`src/inc/scc_pkg.sv`:
```
// Package for the sink current control block: register map, fields, resets
// Assumes a 32-bit AXI4-Lite register bus with word-aligned registers
package scc_pkg;

    // Register byte offsets
    localparam logic [3:0] ENSW_OFS   = 4'h0;
    localparam logic [3:0] LEVEL0_OFS = 4'h4;
    localparam logic [3:0] LEVEL1_OFS = 4'h8;

    // Enable/switch register fields
    localparam int GEN_EN_BIT  = 7;
    localparam int CH1_SW_BIT  = 1;
    localparam int CH0_SW_BIT  = 0;

    // Level register fields
    localparam int STAGE_BIT   = 4;
    localparam int CODE_MSB    = 3;
    localparam int CODE_LSB    = 0;

    // Reset values of the implemented fields
    localparam logic       GEN_EN_RST = 1'b0;
    localparam logic [1:0] SW_RST     = 2'h0;
    localparam logic       STAGE_RST  = 1'b0;
    localparam logic [3:0] CODE_RST   = 4'h0;

    // Current law, in mA
    localparam logic [7:0] FINE_BASE_MA   = 8'h01;
    localparam logic [7:0] FINE_STEP_MA   = 8'h01;
    localparam logic [7:0] COARSE_BASE_MA = 8'h1b;
    localparam logic [7:0] COARSE_STEP_MA = 8'h0b;

    // AXI responses
    localparam logic [1:0] RESP_OKAY   = 2'h0;
    localparam logic [1:0] RESP_SLVERR = 2'h2;

endpackage : scc_pkg

```
`src/scc_sink_current_control.sv`:
```
// Sink current control: AXI4-Lite registers driving two sink channel codes
// Assumes clk_i at 125 MHz, synchronous active-high reset, analog cells
// outside take the commanded current in mA and the drive flags.
`timescale 1ns/100ps
module scc_sink_current_control (
    input  wire logic        clk_i,          // System clock, 125 MHz
    input  wire logic        sys_rst_i,      // Synchronous reset, active high
    input  wire logic [3:0]  s_awaddr_i,     // Write address
    input  wire logic        s_awvalid_i,    // Write address valid
    output logic             s_awready_o,    // Write address ready
    input  wire logic [31:0] s_wdata_i,      // Write data
    input  wire logic [3:0]  s_wstrb_i,      // Write byte strobes
    input  wire logic        s_wvalid_i,     // Write data valid
    output logic             s_wready_o,     // Write data ready
    output logic [1:0]       s_bresp_o,      // Write response
    output logic             s_bvalid_o,     // Write response valid
    input  wire logic        s_bready_i,     // Write response ready
    input  wire logic [3:0]  s_araddr_i,     // Read address
    input  wire logic        s_arvalid_i,    // Read address valid
    output logic             s_arready_o,    // Read address ready
    output logic [31:0]      s_rdata_o,      // Read data
    output logic [1:0]       s_rresp_o,      // Read response
    output logic             s_rvalid_o,     // Read data valid
    input  wire logic        s_rready_i,     // Read data ready
    output logic [7:0]       sink_output_0_ma_o, // Sink 0 current, mA
    output logic [7:0]       sink_output_1_ma_o, // Sink 1 current, mA
    output logic [1:0]       sink_drive_o    // Per-sink drive; 0 = floating
);

    logic        generator_enable_reg;
    logic [1:0]  channel_switch_reg;
    logic [1:0]  stage_select_reg;
    logic [3:0]  level_code_reg [2];
    logic        aw_held_reg;
    logic        w_held_reg;
    logic [3:0]  awaddr_reg;
    logic [31:0] wdata_reg;
    logic        wstrb0_reg;
    logic        wr_go;
    logic [7:0]  ma_next [2];
    logic [7:0]  ma_reg [2];
    logic [1:0]  drive_reg;
    logic [7:0]  rd_byte;
    logic        rd_hit;

    // Write channel capture: address and data accepted in either order
    assign wr_go       = aw_held_reg && w_held_reg && !s_bvalid_o;

    // Ready flags: low from a take until the matching response is taken
    always_ff @(posedge clk_i) begin
        if (sys_rst_i) begin
            s_awready_o <= 1'b1;
            s_wready_o  <= 1'b1;
            s_arready_o <= 1'b1;
        end else begin
            if (s_awvalid_i && s_awready_o) begin
                s_awready_o <= 1'b0;
            end else if (s_bvalid_o && s_bready_i) begin
                s_awready_o <= 1'b1;
            end
            if (s_wvalid_i && s_wready_o) begin
                s_wready_o <= 1'b0;
            end else if (s_bvalid_o && s_bready_i) begin
                s_wready_o <= 1'b1;
            end
            if (s_arvalid_i && s_arready_o) begin
                s_arready_o <= 1'b0;
            end else if (s_rvalid_o && s_rready_i) begin
                s_arready_o <= 1'b1;
            end
        end
    end

    always_ff @(posedge clk_i) begin
        if (sys_rst_i) begin
            aw_held_reg <= 1'b0;
            w_held_reg  <= 1'b0;
            awaddr_reg  <= 4'h0;
            wdata_reg   <= 32'h0;
            wstrb0_reg  <= 1'b0;
        end else begin
            if (s_awvalid_i && s_awready_o) begin
                aw_held_reg <= 1'b1;
                awaddr_reg  <= s_awaddr_i;
            end else if (wr_go) begin
                aw_held_reg <= 1'b0;
            end
            if (s_wvalid_i && s_wready_o) begin
                w_held_reg <= 1'b1;
                wdata_reg  <= s_wdata_i;
                wstrb0_reg <= s_wstrb_i[0];
            end else if (wr_go) begin
                w_held_reg <= 1'b0;
            end
        end
    end

    // Write response; unmapped address answers SLVERR
    always_ff @(posedge clk_i) begin
        if (sys_rst_i) begin
            s_bvalid_o <= 1'b0;
            s_bresp_o  <= scc_pkg::RESP_OKAY;
        end else if (wr_go) begin
            s_bvalid_o <= 1'b1;
            s_bresp_o  <= (awaddr_reg == scc_pkg::ENSW_OFS ||
                           awaddr_reg == scc_pkg::LEVEL0_OFS ||
                           awaddr_reg == scc_pkg::LEVEL1_OFS)
                          ? scc_pkg::RESP_OKAY : scc_pkg::RESP_SLVERR;
        end else if (s_bvalid_o && s_bready_i) begin
            s_bvalid_o <= 1'b0;
        end
    end

    // Control registers, written through byte lane 0
    always_ff @(posedge clk_i) begin
        if (sys_rst_i) begin
            generator_enable_reg <= scc_pkg::GEN_EN_RST;
            channel_switch_reg   <= scc_pkg::SW_RST;
        end else if (wr_go && wstrb0_reg &&
                     awaddr_reg == scc_pkg::ENSW_OFS) begin
            generator_enable_reg <= wdata_reg[scc_pkg::GEN_EN_BIT];
            channel_switch_reg   <= {wdata_reg[scc_pkg::CH1_SW_BIT],
                                     wdata_reg[scc_pkg::CH0_SW_BIT]};
        end
    end

    // Per-channel level registers
    for (genvar ch = 0; ch < 2; ch++) begin : g_level
        localparam logic [3:0] OFS = (ch == 0) ? scc_pkg::LEVEL0_OFS
                                               : scc_pkg::LEVEL1_OFS;
        always_ff @(posedge clk_i) begin
            if (sys_rst_i) begin
                stage_select_reg[ch] <= scc_pkg::STAGE_RST;
                level_code_reg[ch]   <= scc_pkg::CODE_RST;
            end else if (wr_go && wstrb0_reg && awaddr_reg == OFS) begin
                stage_select_reg[ch] <= wdata_reg[scc_pkg::STAGE_BIT];
                level_code_reg[ch]   <=
                    wdata_reg[scc_pkg::CODE_MSB:scc_pkg::CODE_LSB];
            end
        end

        // Current law, gated by enable and switch
        always_comb begin
            if (!(generator_enable_reg && channel_switch_reg[ch])) begin
                ma_next[ch] = 8'h00;
            end else if (stage_select_reg[ch]) begin
                ma_next[ch] = 8'(scc_pkg::COARSE_BASE_MA +
                    scc_pkg::COARSE_STEP_MA * {4'h0, level_code_reg[ch]});
            end else begin
                ma_next[ch] = 8'(scc_pkg::FINE_BASE_MA +
                    scc_pkg::FINE_STEP_MA * {4'h0, level_code_reg[ch]});
            end
        end

        always_ff @(posedge clk_i) begin
            if (sys_rst_i) begin
                ma_reg[ch]    <= 8'h00;
                drive_reg[ch] <= 1'b0;
            end else begin
                ma_reg[ch]    <= ma_next[ch];
                drive_reg[ch] <= generator_enable_reg &&
                                 channel_switch_reg[ch];
            end
        end
    end

    assign sink_output_0_ma_o = ma_reg[0];
    assign sink_output_1_ma_o = ma_reg[1];
    assign sink_drive_o       = drive_reg;

    // Read mux; unimplemented bits read zero
    always_comb begin
        rd_byte = 8'h00;
        rd_hit  = 1'b1;
        case (s_araddr_i)
            scc_pkg::ENSW_OFS: begin
                rd_byte[scc_pkg::GEN_EN_BIT] = generator_enable_reg;
                rd_byte[scc_pkg::CH1_SW_BIT] = channel_switch_reg[1];
                rd_byte[scc_pkg::CH0_SW_BIT] = channel_switch_reg[0];
            end
            scc_pkg::LEVEL0_OFS: begin
                rd_byte = {3'h0, stage_select_reg[0], level_code_reg[0]};
            end
            scc_pkg::LEVEL1_OFS: begin
                rd_byte = {3'h0, stage_select_reg[1], level_code_reg[1]};
            end
            default: begin
                rd_hit = 1'b0;
            end
        endcase
    end

    // Read channel: one read in flight
    always_ff @(posedge clk_i) begin
        if (sys_rst_i) begin
            s_rvalid_o <= 1'b0;
            s_rdata_o  <= 32'h0;
            s_rresp_o  <= scc_pkg::RESP_OKAY;
        end else if (s_arvalid_i && s_arready_o) begin
            s_rvalid_o <= 1'b1;
            s_rdata_o  <= {24'h0, rd_byte};
            s_rresp_o  <= rd_hit ? scc_pkg::RESP_OKAY : scc_pkg::RESP_SLVERR;
        end else if (s_rvalid_o && s_rready_i) begin
            s_rvalid_o <= 1'b0;
        end
    end

    // Disabled generator leaves both sinks idle two cycles later
    gen_off_idle_a: assert property (
        @(posedge clk_i) disable iff (sys_rst_i)
        !generator_enable_reg ##1 !generator_enable_reg |=>
        sink_drive_o == 2'h0 && sink_output_0_ma_o == 8'h00 &&
        sink_output_1_ma_o == 8'h00)
        else $error("Sink active while generator disabled");

    // Coarse stage law on channel 1
    coarse_law_a: assert property (
        @(posedge clk_i) disable iff (sys_rst_i)
        generator_enable_reg && channel_switch_reg[1] && stage_select_reg[1]
        |=> sink_output_1_ma_o ==
            8'(8'h1b + 8'h0b * $past({4'h0, level_code_reg[1]})))
        else $error("Coarse stage current wrong");

    // Fine stage law on channel 0
    fine_law_a: assert property (
        @(posedge clk_i) disable iff (sys_rst_i)
        generator_enable_reg && channel_switch_reg[0] && !stage_select_reg[0]
        |=> sink_output_0_ma_o ==
            8'(8'h01 + $past({4'h0, level_code_reg[0]})))
        else $error("Fine stage current wrong");

    // Channel 1 switch off commands zero current
    switch_off_zero_a: assert property (
        @(posedge clk_i) disable iff (sys_rst_i)
        !channel_switch_reg[1] |=> !sink_drive_o[1] &&
        sink_output_1_ma_o == 8'h00)
        else $error("Channel driven with switch off");

    // Read data upper bits stay zero
    read_zero_bits_a: assert property (
        @(posedge clk_i) disable iff (sys_rst_i)
        s_rvalid_o |-> s_rdata_o[31:8] == 24'h0 &&
        (s_rresp_o != scc_pkg::RESP_OKAY || s_rdata_o[7:5] == 3'h0 ||
         s_rdata_o[6:2] == 5'h0))
        else $error("Unimplemented bits read non-zero");

    // Write to enable register updates it next cycle
    enable_write_a: assert property (
        @(posedge clk_i) disable iff (sys_rst_i)
        wr_go && wstrb0_reg && awaddr_reg == scc_pkg::ENSW_OFS |=>
        generator_enable_reg == $past(wdata_reg[7]) &&
        channel_switch_reg == $past(wdata_reg[1:0]))
        else $error("Enable/switch write lost");

    // Level 0 write stores stage and code
    level_write_a: assert property (
        @(posedge clk_i) disable iff (sys_rst_i)
        wr_go && wstrb0_reg && awaddr_reg == scc_pkg::LEVEL0_OFS |=>
        {stage_select_reg[0], level_code_reg[0]} == $past(wdata_reg[4:0]))
        else $error("Level write lost");

    // Controls are zero right after reset
    reset_zero_a: assert property (
        @(posedge clk_i) disable iff (sys_rst_i)
        $past(sys_rst_i) |-> !generator_enable_reg &&
        channel_switch_reg == 2'h0 && stage_select_reg == 2'h0 &&
        level_code_reg[0] == 4'h0 && level_code_reg[1] == 4'h0)
        else $error("Control bits not zero after reset");

endmodule : scc_sink_current_control

```
`config.mk`:
```
export PLATFORM = sky130hd
export DESIGN_NAME = scc_sink_current_control
export DESIGN_NICKNAME = d
export VERILOG_FILES = /design/src/inc/scc_pkg.sv /design/src/scc_sink_current_control.sv
export SDC_FILE = /design/constraint.sdc
export NUM_CORES = 1
export LEC_CHECK = 0
export ABC_CLOCK_PERIOD_IN_PS = 3600
export BUFFER_PORTS_ARGS = -buffer_cell sky130_fd_sc_hd__buf_2
export CAP_MARGIN = 20
export CELL_PAD_IN_SITES_DETAIL_PLACEMENT = 1
export CELL_PAD_IN_SITES_GLOBAL_PLACEMENT = 1
export CORE_MARGIN = 1.5
export CORE_UTILIZATION = 38
export CTS_CLUSTER_SIZE = 8
export DETAILED_ROUTE_END_ITERATION = 7
export PLACE_DENSITY = 0.93
export SLEW_MARGIN = 20
export SYNTH_ARGS = -nofsm -noshare
export SYNTH_HDL_FRONTEND = slang
export SYNTH_SLANG_ARGS = --single-unit
```
`constraint.sdc`:
```
create_clock -name clk_i -period 3.6 [get_ports clk_i]
set_input_delay 0.36 -clock clk_i [delete_from_list [all_inputs] [get_ports clk_i]]
set_output_delay 0.36 -clock clk_i [all_outputs]
set_load 0.05 [all_outputs]
```
==> flow_summary.yaml, run 1 <==
layout:
  largest_reg_flops: 16
  fin_cells: 500
  n_antenna_cell: 0
  fin_util_pct: 45.0
  area_delta_synth_final_pct: 13.9
  fin_nets: 481
  drive_gt1_share_pct: 21.8
  nFillCells: 986
clocking:
  cts_setup_buffers: 0
  post_cts_resized: 0
  cts-root-buf: "clkbuf_8"
  clk_pin_slew_ns: 0.07
  cts_hold_buffers: 0
  cts_tree: "yes"
  ctsLongestPathBuffers: 2
  cts_buffers: 9
  cts.htree.levels: 3
  cts.sinks: 57
  clk_latency_ns: 0.35
global_routing:
  gr-usage-met2_pct: 31.6
  grt_usage_pct: 17.7
  antenna_found_initial: 0
  grt_pass1_vias: 2518
  use_met1_pct: 19.1
  grt_max_degree: 38
  met3_usage_pct: 7.27
  grt-ovfl-total: 0
  busiest_layer: "met2"
  grt_pass1_wl_um: 12000
timing:
  rsz0062_at_grt: "no"
  final-hold-violation-count: 0
  period_needed_ns: 2.79
  final.period_utilization_pct: 77.5
  max_freq_mhz: 358
  drv_slew: 0
  slew_headroom_pct: 54.6
  fin_tns_setup_ns: 0
  finalSetupViolCount: 0
  worst_pin_slew_ns: 0.682
  fin_worst_skew_ns: 0.0133
critical_path:
  required_ns: 3.84
  critPathBufInv: 1
  path_cells: "inv_1, ha_1, ha_1, ha_1, ha_1, a21o_1, a221oi_2, xor2_1, nor2_1"
  startpoint_type: "register"
  endpoint_kind: "register"
  crit_path_frequent_cell: "ha_1"
  worstSetupPathType: "reg2reg"
  cp_top_family: "adder cells"
  cp_slowest_cell: "edfxtp_1"
  cp_data_arrival_time_ns: 3.03
  slowest_delay_ns: 0.51
  cp_max_fo: 7
synthesis:
  ys_ff_latch: 57
  postSynthAreaPerCell_um2: 9.75
  yosysUniqueCellTypes: 46
  yosysMostFrequentCell: "dfxtp_1"
  async_flop_share_pct: 0
  synth_edf_count: 8
  yosys.area.top_type: "dfxtp_1"
  synthFlopType: "dfxtp_1"
  synthCells: 336
  synth_area_um2: 3280
  synth_top_area_share_pct: 29.9
  synthTopCellsByArea: "dfxtp_1, ha_1, edfxtp_1"
  ys_warn_count: 0
  synth_commonest_cells: "dfxtp_1, ha_1, a21oi_1"
  synth_seq_area_share_pct: 37.3
routing:
  post_drt_wl_per_cell_um: 15.0
  drt_wl_total_um: 7520
  vias: 2499
  drc_errors: 0
  drt-pass1-iter-count: 4
  first_iter_violations: 70
  viasPerCell: 5.00
  final_antenna_net_count: 0
hold_path:
  hp-class: "in2reg"
outcome:
  run_status: "complete, no violations"
pwr:
  p_clk_share_pct: 41.2
  p_seq_share_pct: 42.6
  power.internal_mw: 1.14
  p_per_area_nw_per_um2: 433
  switchingPower_mw: 0.475
  netSwitchingFraction_pct: 29.4
  peakVddDrop_mv: 0.219
  power_frac_comb_pct: 16.2
  power.static_leakage_nw: 1.84
placed_design:
  dp.cells: 484
  port_buffers: 52
  dp_hpwl_um: 5640
  place.gp.congestion: 0.810
floorplan:
  io_pins: 110
  core_area_um2: 8300
  die_x_um: 95.8
  dieArea_um2: 9190
  die_y_um: 95.8
  rows: 33
  start_util_pct: 39.5
job:
  max-cap-violations: 0
## tightest hold or removal path: cells and delay by family
kind	cells	cell delay, ns
AO/OA/AOI/OAI	1	0.05
buffers and inverters	1	0.10
AND/OR/NAND/NOR	1	0.07
## logic make-up after synthesis
kind of cell	synth area share, %
compound gates	13.3
flops	37.3
other cells	0.114
simple gates	18.0
buf+inv	9.32
xor+xnor	3.74
fa+ha+maj	15.7
mux	2.52
## cell usage in the layout (no fill, tap or decap), types with 10 or more instances in the layout
cell and instances:
nand2_1 25, a21oi_1 29, conb_1 28, dfxtp_1 49, xnor2_1 10, inv_1 10
ha_1 38, nand3_1 17, a21o_1 14, nor2_1 24, buf_2 52, clkbuf_8 11
## metal layers
layer | wire (µm) | share of wire (%) | up-vias
met3 | 422 | 5.6 | 11
met5 | 0 | 0 | -
li1 | - | - | 1220
met2 | 3850 | 51 | 77
met4 | 115 | 1.5 | 0
met1 | 3130 | 42 | 1191
## worst paths after layout
kind                            slack, ns                                from                         end  cells after the start
worst max-delay path                 0.81  level_code_reg[0][2]$_SDFFCE_PN0P_     ma_reg[0][7]$_SDFF_PP0_                      9
worst min-delay path                 0.28                       s_awaddr_i[0]  awaddr_reg[0]$_SDFFE_PP0P_                      3
worst max register to register       0.81  level_code_reg[0][2]$_SDFFCE_PN0P_     ma_reg[0][7]$_SDFF_PP0_                      9
worst min register to register       0.46           s_rdata_o[7]$_SDFFE_PP0P_   s_rdata_o[7]$_SDFFE_PP0P_                      2
## power by group through the flow
stage / registers, mW / logic [mW] / clock network [mW]
final: 0.688 / 0.262 / 0.665
after floorplan: 0.715 / 0.212 / 0
after global routing: 0.691 / 0.286 / 0.716
after global placement: 0.700 / 0.245 / 0
after CTS: 0.688 / 0.263 / 0.682
after detailed placement: 0.702 / 0.258 / 0
## metrics by stage
| step | power, mW | hold slack, ns | setup slack, ns | area, µm² |
|---|---|---|---|---|
| CTS | 1.63 | 0.267 | 0.792 | 3730 |
| finish | 1.62 | 0.278 | 0.811 | 3730 |
| detailed placement | 0.960 | 0.453 | 0.842 | 3510 |
| floorplan | 0.927 | 0.436 | 1.08 | 3380 |
| global route | 1.69 | 0.263 | 0.645 | 3730 |
| global placement | 0.946 | 0.448 | 0.910 | 3510 |
## cell type report
cell class                      instances  area (µm²)  area share (%)
Sequential cell                        57        1220            32.7
Clock buffer                           12         176            4.73
Timing Repair Buffer                   52         260            6.98
Inverter                               12        45.0            1.21
Multi-Input combinational cell        258        1850            49.6
Clock inverter                          4        46.3            1.24
Tap cell                              105         131            3.52
Power figures use the tool's default switching activity.
==> inputs of run 2 (changes only) <==
--- a/config.mk
+++ b/config.mk
@@ -5,16 +5,17 @@
 export SDC_FILE = /design/constraint.sdc
 export NUM_CORES = 1
 export LEC_CHECK = 0
-export ABC_CLOCK_PERIOD_IN_PS = 3600
+export ABC_AREA = 1
+export ABC_CLOCK_PERIOD_IN_PS = 2600
 export BUFFER_PORTS_ARGS = -buffer_cell sky130_fd_sc_hd__buf_2
 export CAP_MARGIN = 20
 export CELL_PAD_IN_SITES_DETAIL_PLACEMENT = 1
 export CELL_PAD_IN_SITES_GLOBAL_PLACEMENT = 1
 export CORE_MARGIN = 1.5
-export CORE_UTILIZATION = 38
+export CORE_UTILIZATION = 36
 export CTS_CLUSTER_SIZE = 8
 export DETAILED_ROUTE_END_ITERATION = 7
-export PLACE_DENSITY = 0.93
+export PLACE_DENSITY = 0.92
 export SLEW_MARGIN = 20
 export SYNTH_ARGS = -nofsm -noshare
 export SYNTH_HDL_FRONTEND = slang
==> constraint.sdc (replaced) <==
create_clock -name clk_i -period 2.6 [get_ports clk_i]
set_input_delay 0.26 -clock clk_i [delete_from_list [all_inputs] [get_ports clk_i]]
set_output_delay 0.26 -clock clk_i [all_outputs]
set_load 0.05 [all_outputs]
==> flow_summary.yaml, run 2 <==
global_routing:
  grt_max_degree: 27
  grt_pass1_wl_um: 13200
  grt_usage_pct: 17.0
  grt-ovfl-total: 0
  grt_pass1_vias: 2904
  antenna_found_initial: 1
timing:
  finalSetupViolCount: 0
  final-hold-violation-count: 0
  whs_ns: 0.159
  drv_slew: 0
  fin_worst_skew_ns: 0.0170
  final.period_utilization_pct: 94.3
  finalWorstSetupSlack_ns: 0.147
  period_needed_ns: 2.45
  max_freq_mhz: 408
synthesis:
  synth_top_family_by_area: "simple AND/OR/NAND/NOR gates"
  yosys.area.top_type: "dfxtp_1"
  synth_seq_area_share_pct: 36.7
  ys_warn_count: 0
  synthTopCellsByArea: "dfxtp_1, ha_1, nand2_1"
  yosysUniqueCellTypes: 33
  synthAdderAreaFrac_pct: 15.5
  synth_area_um2: 3330
  synth_mux_area_share_pct: 0
  ys_ff_latch: 57
  synth_compound_gate_area_share_pct: 11.1
  synthSimpleGateAreaFrac_pct: 21.5
  synthCells: 422
  synth_commonest_cells: "nand2_1, inv_1, dfxtp_1"
  async_flop_share_pct: 0
  synthFlopType: "dfxtp_1"
  synth_xor_area_share_pct: 1.05
  postSynthAreaPerCell_um2: 7.88
  synth_edf_count: 8
  yosysMostFrequentCell: "nand2_1"
  synth_top_area_share_pct: 29.5
floorplan:
  dieArea_um2: 9830
  start_util_pct: 37.6
  rows: 34
  io_pins: 110
  die_y_um: 99.1
  die_x_um: 99.1
  core_area_um2: 8850
routing:
  viasPerCell: 4.79
  vias: 2883
  drt-pass1-iter-count: 4
  first_iter_violations: 60
  post_drt_wl_per_cell_um: 13.9
  final_antenna_net_count: 0
  drc_errors: 0
  drt_wl_total_um: 8340
layout:
  seqCellArea_um2: 1220
  fin_cells: 602
  final_common_cell: "nand2_1"
  final_cell_mix: "nand2_1, inv_1, buf_2"
  largest_reg_flops: 16
  multi_input_area_um2: 1810
  nFillCells: 1170
  fin_util_pct: 44.6
  drive_gt1_share_pct: 20.4
  fin_nets: 580
  area_delta_synth_final_pct: 18.7
  n_antenna_cell: 0
clocking:
  clk_latency_ns: 0.36
  clk_pin_slew_ns: 0.08
  cts_buffers: 9
  cts.sinks: 57
  cts.htree.levels: 3
  ctsLongestPathBuffers: 2
  cts_tree: "yes"
  cts-root-buf: "clkbuf_8"
critical_path:
  cp_data_arrival_time_ns: 2.74
  cp_max_fo: 5
  endpoint_kind: "register"
  startpoint_type: "register"
  required_ns: 2.89
  worstSetupPathType: "reg2reg"
pwr:
  power.static_leakage_nw: 2.02
  power_mw: 2.34
  peakVddDrop_mv: 0.342
  p_per_area_nw_per_um2: 593
placed_design:
  place.gp.congestion: 0.831
  dp_hpwl_um: 6240
  dp.cells: 581
  place_ws_ns: 0.0369
  port_buffers: 52
hold_path:
  hp-class: "in2reg"
job:
  max-cap-violations: 0
outcome:
  run_status: "complete, no violations"
[run 2: worst paths after layout]
kind	start	endpoint	slack (ns)	depth (start not counted)
worst max register to register	level_code_reg[0][3]$_SDFFCE_PN0P_	ma_reg[0][7]$_SDFF_PP0_	0.15	14
worst max-delay path	level_code_reg[0][3]$_SDFFCE_PN0P_	ma_reg[0][7]$_SDFF_PP0_	0.15	14
worst min register to register	awaddr_reg[0]$_SDFFE_PP0P_	awaddr_reg[0]$_SDFFE_PP0P_	0.46	2
worst min-delay path	s_awaddr_i[3]	awaddr_reg[3]$_SDFFE_PP0P_	0.16	3
[run 2: timing repair]
item / 4_1_cts / 5_1_grt
endpoints found under the setup margin: 0 / 6
gates resized for setup: 0 / 8
hold buffers: 0 / 0
buffers inserted: 0 / 5
[run 2: critical path, cell delays in order (launching register included)]
cell and delay, ns:
edfxtp_1 0.45, buf_4 0.17, inv_1 0.09, ha_1 0.15, inv_1 0.04, ha_1 0.16, or2_2 0.30, ha_4 0.23
ha_4 0.29, nand2_1 0.06, inv_1 0.08, nand3_1 0.11, nand3_1 0.09, nand2_1 0.05, a21oi_1 0.11
[run 2: layer usage]
metal | GRT usage (%) | wire length, µm
met3 | 4.85 | 395
met1 | 18.2 | 3280
met2 | 31.7 | 4500
met4 | 6.28 | 156
met5 | 0 | 0
[run 2: per-stage QoR]
stage | setup TNS [ns] | instance area (µm²)
floorplan | 0 | 3430
global placement | 0 | 3630
detailed placement | 0 | 3630
CTS | 0 | 3850
global route | -0.00174 | 3950
finish | 0 | 3950
[run 2: report_power, final]
part	internal, mW	switching [mW]
registers	0.930	0.0288
clock network	0.509	0.409
logic	0.130	0.336
[run 2: logic make-up (layout without fill, tap and decap cells)]
| family | after synthesis | after routing |
|---|---|---|
| buf+inv | 95 | 140 |
| simple gates | 155 | 155 |
| compound gates | 70 | 70 |
| other cells | 1 | 28 |
| flops | 57 | 57 |
| xor+xnor | 4 | 4 |
| fa+ha+maj | 40 | 40 |
[run 2: area by class of cell]
class                      count  share of cell area, %
clock buffer                  10                   3.77
clock inverter                 6                   1.77
inverter                      62                   5.92
multi-input combinational    297                   45.7
sequential                    57                   30.9
tap                          108                   3.42
timing repair buffer          62                   8.49
